[config.mk]
export PLATFORM = sky130hd
export DESIGN_NAME = gpr_port_regs
export DESIGN_NICKNAME = d
export VERILOG_FILES = /design/src/common/gpr_pkg.sv /design/src/hw/gpr_port_regs.sv
export SDC_FILE = /design/constraint.sdc
export NUM_CORES = 1
export LEC_CHECK = 0
export BUFFER_PORTS_ARGS = -buffer_cell sky130_fd_sc_hd__buf_2
export CORE_ASPECT_RATIO = 1.25
export CORE_MARGIN = 5
export CORE_UTILIZATION = 35
export DETAILED_ROUTE_END_ITERATION = 10
export PLACE_DENSITY = 0.69
export SYNTH_ARGS = -nofsm -noshare
export SYNTH_HDL_FRONTEND = slang
export SYNTH_SLANG_ARGS = --single-unit
[constraint.sdc]
create_clock -name ref_clk -period 3.5 [get_ports ref_clk]
set_clock_uncertainty 0.05 [all_clocks]
set_input_delay 0.35 -clock ref_clk [delete_from_list [all_inputs] [get_ports ref_clk]]
set_output_delay 0.35 -clock ref_clk [all_outputs]
set_load 0.01 [all_outputs]
[src/common/gpr_pkg.sv]
// gpio port register block constants
package gpr_pkg;
  localparam logic [7:0] ADDR_PORT_ZERO_LATCH      = 8'h80;
  localparam logic [7:0] ADDR_PORT_ONE_LATCH       = 8'h90;
  localparam logic [7:0] ADDR_DATA_PAGE_SELECT     = 8'hA0;
  localparam logic [7:0] ADDR_PORT_ZERO_DRIVE_TYPE = 8'hA4;
  localparam logic [7:0] ADDR_PORT_ONE_DRIVE_TYPE  = 8'hA5;
  localparam logic [7:0] RST_PORT_ZERO_LATCH       = 8'hDF;
  localparam logic [1:0] RST_PORT_ONE_LATCH        = 2'h3;
  localparam logic [7:0] RST_DATA_PAGE_SELECT      = 8'h00;
  localparam logic [7:0] RST_PORT_ZERO_DRIVE_TYPE  = 8'h00;
  localparam logic [1:0] RST_PORT_ONE_DRIVE_TYPE   = 2'h0;
  localparam int         INPUT_ONLY_BIT            = 0;
  localparam int         LED_BIT                   = 5;
  localparam logic [1:0] LED_LEVEL_OFF             = 2'h0;
  localparam int         PORT_ONE_WIDTH            = 2;
endpackage

[src/hw/gpr_port_regs.sv]
// gpio port data, drive type and data page registers
`timescale 1ns/100ps
`default_nettype none

// Summary of operation
// RULE_01: port zero writes drive pin outputs; reads return live pin levels.
// RULE_02: written 0 pulls low; 1 releases open-drain or drives high push-pull.
// RULE_03: pin 0 is input only; its data bit drives nothing.
// RULE_04: pin 5 data bit switches the LED current when a level is selected.
// RULE_05: pin 5 reads intended LED state; 0 when the current level is zero.
// RULE_06: pin 5 readback ignores debug forcing of the LED driver off.
// RULE_07: port zero drive type bit: 0 open-drain, 1 push-pull.
// RULE_08: software makes an input by choosing open-drain and writing 1.
// RULE_09: port one data has only bits 1:0, pins 8 and 9; rest read 0.
// RULE_10: port one drive type: 0 open-drain with pull-up, 1 push-pull.
// RULE_11: port one drive type has only bits 1:0; upper bits read 0.
// RULE_12: data page select drives no pins; plain 8-bit storage.
// RULE_13: data page select gives the upper address byte for paged accesses.
// RULE_14: port data registers support single bit set, clear and test.
// RULE_15: LED level 00 gives no current; 01 to 11 increase it.
// RULE_16: pin inputs pass a two-stage synchroniser before readback.
module gpr_port_regs (
  input  wire logic       ref_clk,
  input  wire logic       sys_rst,
  input  wire logic [7:0] regAddr,
  input  wire logic       regWrEn,
  input  wire logic [7:0] regWrData,
  input  wire logic       bitWrEn,
  input  wire logic [2:0] bitSel,
  input  wire logic       bitVal,
  output logic      [7:0] regRdData,
  output logic            bitRdData,
  input  wire logic [1:0] ledCurrentLevel,
  input  wire logic       ledDebugOff,
  input  wire logic [7:0] portZeroPinIn,
  output logic      [7:0] portZeroPinOut,
  output logic      [7:0] portZeroPinOe,
  input  wire logic [1:0] portOnePinIn,
  output logic      [1:0] portOnePinOut,
  output logic      [1:0] portOnePinOe,
  output logic      [1:0] portOnePullUpEn,
  output logic            ledDriveEn,
  output logic      [1:0] ledDriveLevel,
  output logic      [7:0] pagedDataPage
);

  // cpu-visible register state
  logic [7:0] portZeroLatch_r;
  logic [1:0] portOneLatch_r;
  logic [7:0] dataPageSelect_r;
  logic [7:0] portZeroDriveType_r;
  logic [1:0] portOneDriveType_r;

  // pin synchroniser stages, meta flop then sync flop
  logic [7:0] zeroMeta_r;
  logic [7:0] zeroSync_r;
  logic [1:0] oneMeta_r;
  logic [1:0] oneSync_r;

  // read path helpers
  logic [7:0] zeroReadback;
  logic [7:0] oneReadback;
  logic [7:0] zeroTypeRd;
  logic [7:0] oneTypeRd;

  // write path helpers and per-register write strobes
  logic [7:0] zeroWrNxt;
  logic [7:0] oneWrNxt;
  logic       zeroLatchWrEn;
  logic       oneLatchWrEn;
  logic       pageWrEn;
  logic       zeroTypeWrEn;
  logic       oneTypeWrEn;

  // led control
  logic       ledLevelOn;
  logic       ledIntended;

  // pad slices built by the generate loops below
  wire logic [7:0] zeroPadOe;
  wire logic [7:0] zeroPadOut;
  wire logic [1:0] onePadOe;
  wire logic [1:0] onePadOut;

  // notes for software and integration
  // a pin meant as an input needs open-drain type and a 1 in its latch;
  // with a 0 in its latch the pad keeps pulling it low and every read shows 0.
  // port zero and port one reads show synchronised pin levels, two clocks
  // behind the pads, so a read right after a write may still see the old level.
  // the led pin reads back the intended state, never what the debug gate allows;
  // firmware that needs the real drive state must look elsewhere.
  // the input-only pin ignores its latch bit; the latch still stores it.
  // port one keeps bits 1:0 only; upper bits ignore writes and read 0.
  // bit writes are read-modify-write of the latch, not of the pin levels,
  // so a bit write never copies an externally pulled-low level into the latch.
  // bit writes to the page or drive type registers are ignored.
  // the page register drives no pad and only feeds the paged access address.
  // after reset every pin is open-drain, so nothing is driven high.
  // the led pin stays open-drain whatever its drive type bit says.
  // open-drain pins on port one keep their pull-up; push-pull drops it.
  // port zero pads rely on their own pull-ups outside this block.
  // a byte write and a bit write in one cycle to a port latch: the bit write wins.
  // reads are combinational from the address, no read strobe is needed.
  // nothing here changes state on a read, so repeated reads are harmless.

  // merge a single-bit write into a byte
  function automatic logic [7:0] setBit(input logic [7:0] cur, input logic [2:0] idx,
                                        input logic val);
    logic [7:0] res;
    res      = cur;
    res[idx] = val;
    return res;
  endfunction

  // true when a write of either kind targets the given register
  function automatic logic hitsReg(input logic [7:0] addr, input logic [7:0] target,
                                   input logic byteWr, input logic bitWr);
    return (byteWr || bitWr) && (addr == target);
  endfunction

  // level code 00 means no led current at all
  function automatic logic levelActive(input logic [1:0] level);
    return level != gpr_pkg::LED_LEVEL_OFF;
  endfunction

  // a 0 always pulls low; a 1 drives only when the pad is push-pull
  function automatic logic padEnable(input logic latchBit, input logic pushPull);
    return !latchBit || pushPull;
  endfunction

  // write strobes; bit writes only reach the two port latches
  always_comb begin
    zeroLatchWrEn = hitsReg(regAddr, gpr_pkg::ADDR_PORT_ZERO_LATCH, regWrEn, bitWrEn);
    oneLatchWrEn  = hitsReg(regAddr, gpr_pkg::ADDR_PORT_ONE_LATCH, regWrEn, bitWrEn);
    pageWrEn      = hitsReg(regAddr, gpr_pkg::ADDR_DATA_PAGE_SELECT, regWrEn, 1'b0);
    zeroTypeWrEn  = hitsReg(regAddr, gpr_pkg::ADDR_PORT_ZERO_DRIVE_TYPE, regWrEn, 1'b0);
    oneTypeWrEn   = hitsReg(regAddr, gpr_pkg::ADDR_PORT_ONE_DRIVE_TYPE, regWrEn, 1'b0);
  end

  // byte or bit write value for port zero
  always_comb begin
    zeroWrNxt = regWrData;
    if (bitWrEn) begin
      zeroWrNxt = setBit(portZeroLatch_r, bitSel, bitVal); // [RULE_14]
    end
  end

  // byte or bit write value for port one; upper bits are dropped later
  always_comb begin
    oneWrNxt = regWrData;
    if (bitWrEn) begin
      oneWrNxt = setBit({6'h00, portOneLatch_r}, bitSel, bitVal); // [RULE_14]
    end
  end

  // two-stage synchroniser for the port zero pins
  always_ff @(posedge ref_clk) begin
    if (sys_rst) begin
      zeroMeta_r <= 8'h00;
      zeroSync_r <= 8'h00;
    end else begin
      zeroMeta_r <= portZeroPinIn; // [RULE_16]
      zeroSync_r <= zeroMeta_r;
    end
  end

  // two-stage synchroniser for the port one pins
  always_ff @(posedge ref_clk) begin
    if (sys_rst) begin
      oneMeta_r <= 2'h0;
      oneSync_r <= 2'h0;
    end else begin
      oneMeta_r <= portOnePinIn; // [RULE_16]
      oneSync_r <= oneMeta_r;
    end
  end

  // port zero data latch
  always_ff @(posedge ref_clk) begin
    if (sys_rst) begin
      portZeroLatch_r <= gpr_pkg::RST_PORT_ZERO_LATCH;
    end else if (zeroLatchWrEn) begin
      portZeroLatch_r <= zeroWrNxt; // [RULE_01] [RULE_14]
    end
  end

  // port one data latch, two bits kept
  always_ff @(posedge ref_clk) begin
    if (sys_rst) begin
      portOneLatch_r <= gpr_pkg::RST_PORT_ONE_LATCH;
    end else if (oneLatchWrEn) begin
      portOneLatch_r <= oneWrNxt[1:0]; // [RULE_09]
    end
  end

  // data page register, plain storage
  always_ff @(posedge ref_clk) begin
    if (sys_rst) begin
      dataPageSelect_r <= gpr_pkg::RST_DATA_PAGE_SELECT;
    end else if (pageWrEn) begin
      dataPageSelect_r <= regWrData; // [RULE_12]
    end
  end

  // port zero drive type register
  always_ff @(posedge ref_clk) begin
    if (sys_rst) begin
      portZeroDriveType_r <= gpr_pkg::RST_PORT_ZERO_DRIVE_TYPE;
    end else if (zeroTypeWrEn) begin
      portZeroDriveType_r <= regWrData; // [RULE_07]
    end
  end

  // port one drive type register, two bits kept
  always_ff @(posedge ref_clk) begin
    if (sys_rst) begin
      portOneDriveType_r <= gpr_pkg::RST_PORT_ONE_DRIVE_TYPE;
    end else if (oneTypeWrEn) begin
      portOneDriveType_r <= regWrData[1:0]; // [RULE_11]
    end
  end

  // port zero readback: live levels, pin 5 shows the intended led state
  always_comb begin
    zeroReadback                   = zeroSync_r; // [RULE_01] [RULE_02]
    zeroReadback[gpr_pkg::LED_BIT] = ledIntended; // [RULE_05] [RULE_06]
  end

  // port one readback, unused bits read 0
  always_comb begin
    oneReadback = {6'h00, oneSync_r}; // [RULE_09]
  end

  // drive type readback, unused port one bits read 0
  always_comb begin
    zeroTypeRd = portZeroDriveType_r;
    oneTypeRd  = {6'h00, portOneDriveType_r}; // [RULE_11]
  end

  // read data multiplexer; unmapped addresses read 0
  always_comb begin
    case (regAddr)
      gpr_pkg::ADDR_PORT_ZERO_LATCH:      regRdData = zeroReadback;
      gpr_pkg::ADDR_PORT_ONE_LATCH:       regRdData = oneReadback;
      gpr_pkg::ADDR_DATA_PAGE_SELECT:     regRdData = dataPageSelect_r;
      gpr_pkg::ADDR_PORT_ZERO_DRIVE_TYPE: regRdData = zeroTypeRd;
      gpr_pkg::ADDR_PORT_ONE_DRIVE_TYPE:  regRdData = oneTypeRd;
      default:                            regRdData = 8'h00;
    endcase
  end

  // bit test of the addressed register
  always_comb begin
    bitRdData = regRdData[bitSel]; // [RULE_14]
  end

  // led intent: data bit asks for light and a current level is chosen
  always_comb begin
    ledLevelOn  = levelActive(ledCurrentLevel); // [RULE_15]
    ledIntended = portZeroLatch_r[gpr_pkg::LED_BIT] && ledLevelOn; // [RULE_05]
  end

  // led current source, also gated by the debug override
  always_comb begin
    ledDriveEn    = ledIntended && !ledDebugOff; // [RULE_04] [RULE_06]
    ledDriveLevel = ledDriveEn ? ledCurrentLevel : gpr_pkg::LED_LEVEL_OFF; // [RULE_15]
  end

  // page byte for paged external data accesses
  always_comb begin
    pagedDataPage = dataPageSelect_r; // [RULE_13]
  end

  // port zero pads, one slice per pin
  generate
    for (genvar i = 0; i < 8; i++) begin : g_zeroPad
      if (i == gpr_pkg::INPUT_ONLY_BIT) begin : g_inputOnly
        // input-only pin: never driven, whatever its latch bit holds
        assign zeroPadOe[i]  = 1'b0; // [RULE_03]
        assign zeroPadOut[i] = 1'b0; // [RULE_03]
      end else if (i == gpr_pkg::LED_BIT) begin : g_ledPad
        // led pin: open-drain pulldown, released while the latch asks for light
        assign zeroPadOe[i]  = ~portZeroLatch_r[i]; // [RULE_04]
        assign zeroPadOut[i] = 1'b0; // [RULE_04]
      end else begin : g_plainPad
        // plain pin: drive type picks open-drain or push-pull
        assign zeroPadOe[i]  = padEnable(portZeroLatch_r[i], portZeroDriveType_r[i]); // [RULE_07]
        assign zeroPadOut[i] = portZeroLatch_r[i] & portZeroDriveType_r[i]; // [RULE_02]
      end
    end
  endgenerate

  // port one pads; open-drain pins keep their pull-up
  generate
    for (genvar j = 0; j < gpr_pkg::PORT_ONE_WIDTH; j++) begin : g_onePad
      assign onePadOe[j]  = padEnable(portOneLatch_r[j], portOneDriveType_r[j]); // [RULE_10]
      assign onePadOut[j] = portOneLatch_r[j] & portOneDriveType_r[j]; // [RULE_10]
    end
  endgenerate

  // pad outputs
  always_comb begin
    portZeroPinOe   = zeroPadOe;
    portZeroPinOut  = zeroPadOut;
    portOnePinOe    = onePadOe;
    portOnePinOut   = onePadOut;
    portOnePullUpEn = ~portOneDriveType_r; // [RULE_10]
  end

endmodule
`default_nettype wire

== Word level (Yosys, flattened, before mapping) ==
Cells that the tools add are included.
Word-level totals
  register bits after elaboration: 48
  input port bits: 37
  output and inout port bits: 42
  logic and storage cells: 63
Operators by class
  $lt $le $gt $ge: 2
  equal/unequal tests: 5
  multiplexer cells: 10
  bitwise operators: 10
  reductions and logical operators: 27
Operators by type and width (count)
  $eq 8x8->1 const B: 5
  $pmux 8 s5: 1
  $bwmux 8: 2
  $logic_not 1->1: 9
  $logic_or 1x1->1: 9
  $and 1x1->1: 8
  $logic_and 1x1->1: 8
  $mux 8: 1
  $lt 3x4->1 const B: 1
  $mux 2: 2
  $bmux 1 s3: 1
  $demux 1 s3: 1
  $ge 3x1->1 const B: 1
  $mux 1: 2
  $not 2->2: 1
  $reduce_bool 2->1: 1
  $not 1->1: 1

== Depth between registers and ports, before layout ==
  word-level depth: 6
  depth in mapped cells: 7
  gate-level depth less buffers: 5

== Worst setup path before layout ==
Ideal clock, no wire load.
  path type: input to output
  start point: input regAddr[1]
  end point: output bitRdData
  arrival time: 2131 ps
  data required time: 3100 ps
  path slack: 969 ps
  stages: 7
  buffers on the path: 2
  path through: or4b_4 -> buf_6 -> or2_1 -> buf_6 -> or4_1 -> o311ai_1 -> a2111o_1
Between the ends
  word-level cells in the longest chain between the ends: 4
  elaborated cells between the ends (all ways): 8
  classes of those cells: eq/ne (5); mux (3)
Ends and longest elaborated chain
  start, declared: RTL line gpr_port_regs.sv:25  | input wire logic [7:0] regAddr,
  $eq 8x8->1: RTL line gpr_port_regs.sv:242  | case (regAddr)
  $pmux 8 s5 *: RTL line gpr_port_regs.sv:242
  $bmux 1 s3 *: RTL line gpr_port_regs.sv:254  | bitRdData = regRdData[bitSel];
  $mux 1 (not written as such) *: RTL line gpr_port_regs.sv:254
  end, declared: RTL line gpr_port_regs.sv:32  | output logic bitRdData,
Mark *: on every way between the ends. The rest lies on a longest branch, timed or not. The select of a mux whose other input is x is not followed.

== Worst setup path after layout ==
Ends and elaborated chain as after synthesis.

==> out/results.txt <==
crit path max fanout -> 8
largest net degree at the start of global routing -> 43
Metal-1 WL -> 2.29 mm
DR WL met3 -> 504 µm
die width -> 81.4 µm
drt wl/cell -> 13.7 µm
Top cell by count, worst path -> buf_2
Vias/cell -> 4.85
Routed met2 length -> 2.77 mm
minimum clock period -> 2.78 ns
end of the worst hold path -> zeroMeta_r[3]
Final Max Tran Viols -> 0
DRC -> 0
Slew HR -> 50.5%
Initial Utilization -> 36.0%
Syn Std Cell Area -> 2230 µm²
gr usage total -> 14.9%
Worst EP required -> 3.10 ns
Die ar. -> 8080 µm²
Synth cell types -> 45
Hold Slack -> 0.195 ns
highest routed layer -> met4
final-report setup violation count -> 0
Tcrit/Tclk final -> 79.3%
DRT Pass-1 Iters -> 4
Post-CTS Setup Bufs -> 0
number of DRC markers in iteration 0 -> 140
post-route design area -> 2740 µm²
layout cell share with drive strength beyond 1 -> 26.7%
core area -> 6210 µm²
CP max stage cell -> or4b_4
HPWL Detailed -> 4.35 mm
Skew-Pair Late Insertion Delay -> 0.30 ns
clock root buffer -> clkbuf_8
max cap viols -> 0
ys flop type -> dfxtp_1
GPL Wtd Cong -> 0.888
CP Launch Type -> primary input
CTS Sinks -> 45
Site Rows -> 32
number of global-route vias before repair -> 2005
CTS buffer count -> 5
H-tree lvl count -> 2
Syn Inst Count -> 264
I/O Buffers -> 74
HP Class -> primary input to flop
leakage power -> 1.31 nW
fin cells -> 415
Post-Place Cells -> 407
Syn Area/Cell -> 8.46 µm²
DP Area -> 2630 µm²
status -> complete, no violations
YS warnings -> 0
Final Hold Viols -> 0
Worst R2R Setup Slack -> 2.68 ns
buffer and inverter count on the worst path -> 2
clk buf depth -> 2
Worst R2R Start -> portZeroLatch_r[7]
CTS tree -> yes
global-route wire length before repair -> 9.38 mm
ANT nets after route -> 0
CP Class -> primary input to output port
Crit. End Element -> output port
R2R depth -> 1
pwr dens -> 371 nW/µm²
initial antenna violation count -> 0
Top delay family on crit path -> simple AND/OR/NAND/NOR gates
Routed WL -> 5.69 mm
n_diodes -> 0
CTS-repair resized insts -> 0
Die Y -> 99.3 µm
slowest cell delay on critical path -> 0.59 ns
Post-synth EDFFs -> 0
DR vias -> 2014
Final #Nets -> 366
Setup TNS -> 0 ns
Area Overhead vs Synth -> 22.8%
f_max -> 360 MHz
Post-CTS Hold Buffers -> 0
hold path startpoint -> portZeroPinIn[3]
slew at the pin with the worst max-slew slack -> 0.743 ns
WP data arrival -> 2.38 ns
maximum VDD drop -> 0.237 mV
crit path cell chain -> buf_2 -> or4b_4 -> or2_1 -> or4_1 -> o311ai_1 -> a2111o_1 -> buf_2
GR Overflow Total -> 0
Async SR Flop Fraction -> 0%
#FFs+latches synth -> 45
Seq/Total Area, Yosys -> 40.4%
io pins -> 79
final design utilization -> 44.2%
RSZ-0062 raised after global routing -> no
Worst Hold Depth -> 2
Crit Reg-Reg Endpoint -> portZeroLatch_r[7]
clock slew at reported path FFs -> 0.09 ns
-- area by class of cell --
type | instances | area, µm²
flip-flops and latches | 45 | 901
clock buffers | 5 | 68.8
multi-input cells | 191 | 1200
repair buffers | 75 | 378
fillers | 630 | 3460
inverters | 11 | 41.3
clock inverters | 3 | 47.5
well taps | 85 | 106
-- worst max path at each step --
stage | startpoint | to | slack (ns) | cells after the start
after global placement | regAddr[1] | bitRdData | 0.77 | 7
after detailed placement | regAddr[1] | bitRdData | 0.72 | 7
after global routing | regAddr[1] | bitRdData | 0.66 | 7
after CTS | regAddr[1] | bitRdData | 0.72 | 7
final | regAddr[1] | bitRdData | 0.72 | 7
after floorplan | regAddr[1] | bitRdData | 0.97 | 7
-- power breakdown --
group          internal [mW]  leakage [nW]  switching [mW]  total, mW
sequential             0.521         0.367         0.00226      0.524
combinational         0.0337         0.881          0.0514     0.0851
clock                  0.218        0.0591           0.190      0.408
-- stage by stage --
step           power [mW]  setup WS (ns)
2_1_floorplan       0.590          0.969
3_3_place_gp        0.619          0.772
3_5_place_dp        0.621          0.724
4_1_cts              1.03          0.722
5_1_grt              1.06          0.661
6_report             1.02          0.724
-- logic make-up after synthesis --
kind of cell           share of synthesized area (%)
buffers and inverters                           6.28
muxes                                           10.8
DFF                                             40.4
AOI/OAI and AO/OA                               14.1
and+or+nand+nor                                 28.4
other                                          0.168
-- cells in the final DEF (no fill, tap or decap), types with 5 or more instances in the layout --
master     netlist  layout
a21oi_1          8       8
and2_1          14      14
buf_2            1      74
clkbuf_8         0       5
dfxtp_1         45      45
inv_1           10      10
mux2i_1         24      24
nand2_1         24      24
nand2b_1         7       7
nand3_1          9       9
nor2_1          28      28
nor2b_1         19      19
o21ai_0         11      11
o2bb2ai_1        5       5
-- metal layers --
metal  track usage [%]  vias to the layer above
met5                 0                        -
met4              6.11                        0
met3              4.80                        9
met2              24.8                       74
met1              17.2                      904
li1                  -                     1027
-- sequential cells by signal (all words and copies together) (netlist names) --
register,count
oneMeta_r,2
oneSync_r,2
pagedDataPage,8
portOneDriveType_r,2
portOneLatch_r,2
portZeroDriveType_r,8
portZeroLatch_r,7
zeroMeta_r,7
zeroSync_r,7
-- Yosys cell counts, types with 2 or more instances --
| cell | number | share of area, % |
|---|---|---|
| and2_1 | 14 | 3.9 |
| buf_4 | 3 | 1.0 |
| dfxtp_1 | 45 | 40 |
| o22ai_1 | 2 | 0.56 |
| nand2b_1 | 7 | 2.0 |
| nand3_1 | 9 | 2.0 |
| nand3b_1 | 3 | 1.0 |
| buf_6 | 2 | 1.0 |
| a211o_1 | 2 | 0.78 |
| o311ai_0 | 2 | 0.78 |
| clkbuf_1 | 12 | 2.0 |
| o21ai_0 | 11 | 2.5 |
| inv_1 | 10 | 1.7 |
| a21oi_1 | 8 | 1.8 |
| a221o_1 | 3 | 1.3 |
| nor2_1 | 28 | 4.7 |
| nand2_1 | 24 | 4.0 |
| o2bb2ai_1 | 5 | 2.0 |
| nor3_1 | 4 | 0.90 |
| mux2i_1 | 24 | 11 |
| nor3b_1 | 3 | 1.0 |
| a21boi_0 | 2 | 0.67 |
| nor2b_1 | 19 | 5.3 |
Note: power is estimated with default switching activity, not from simulation.
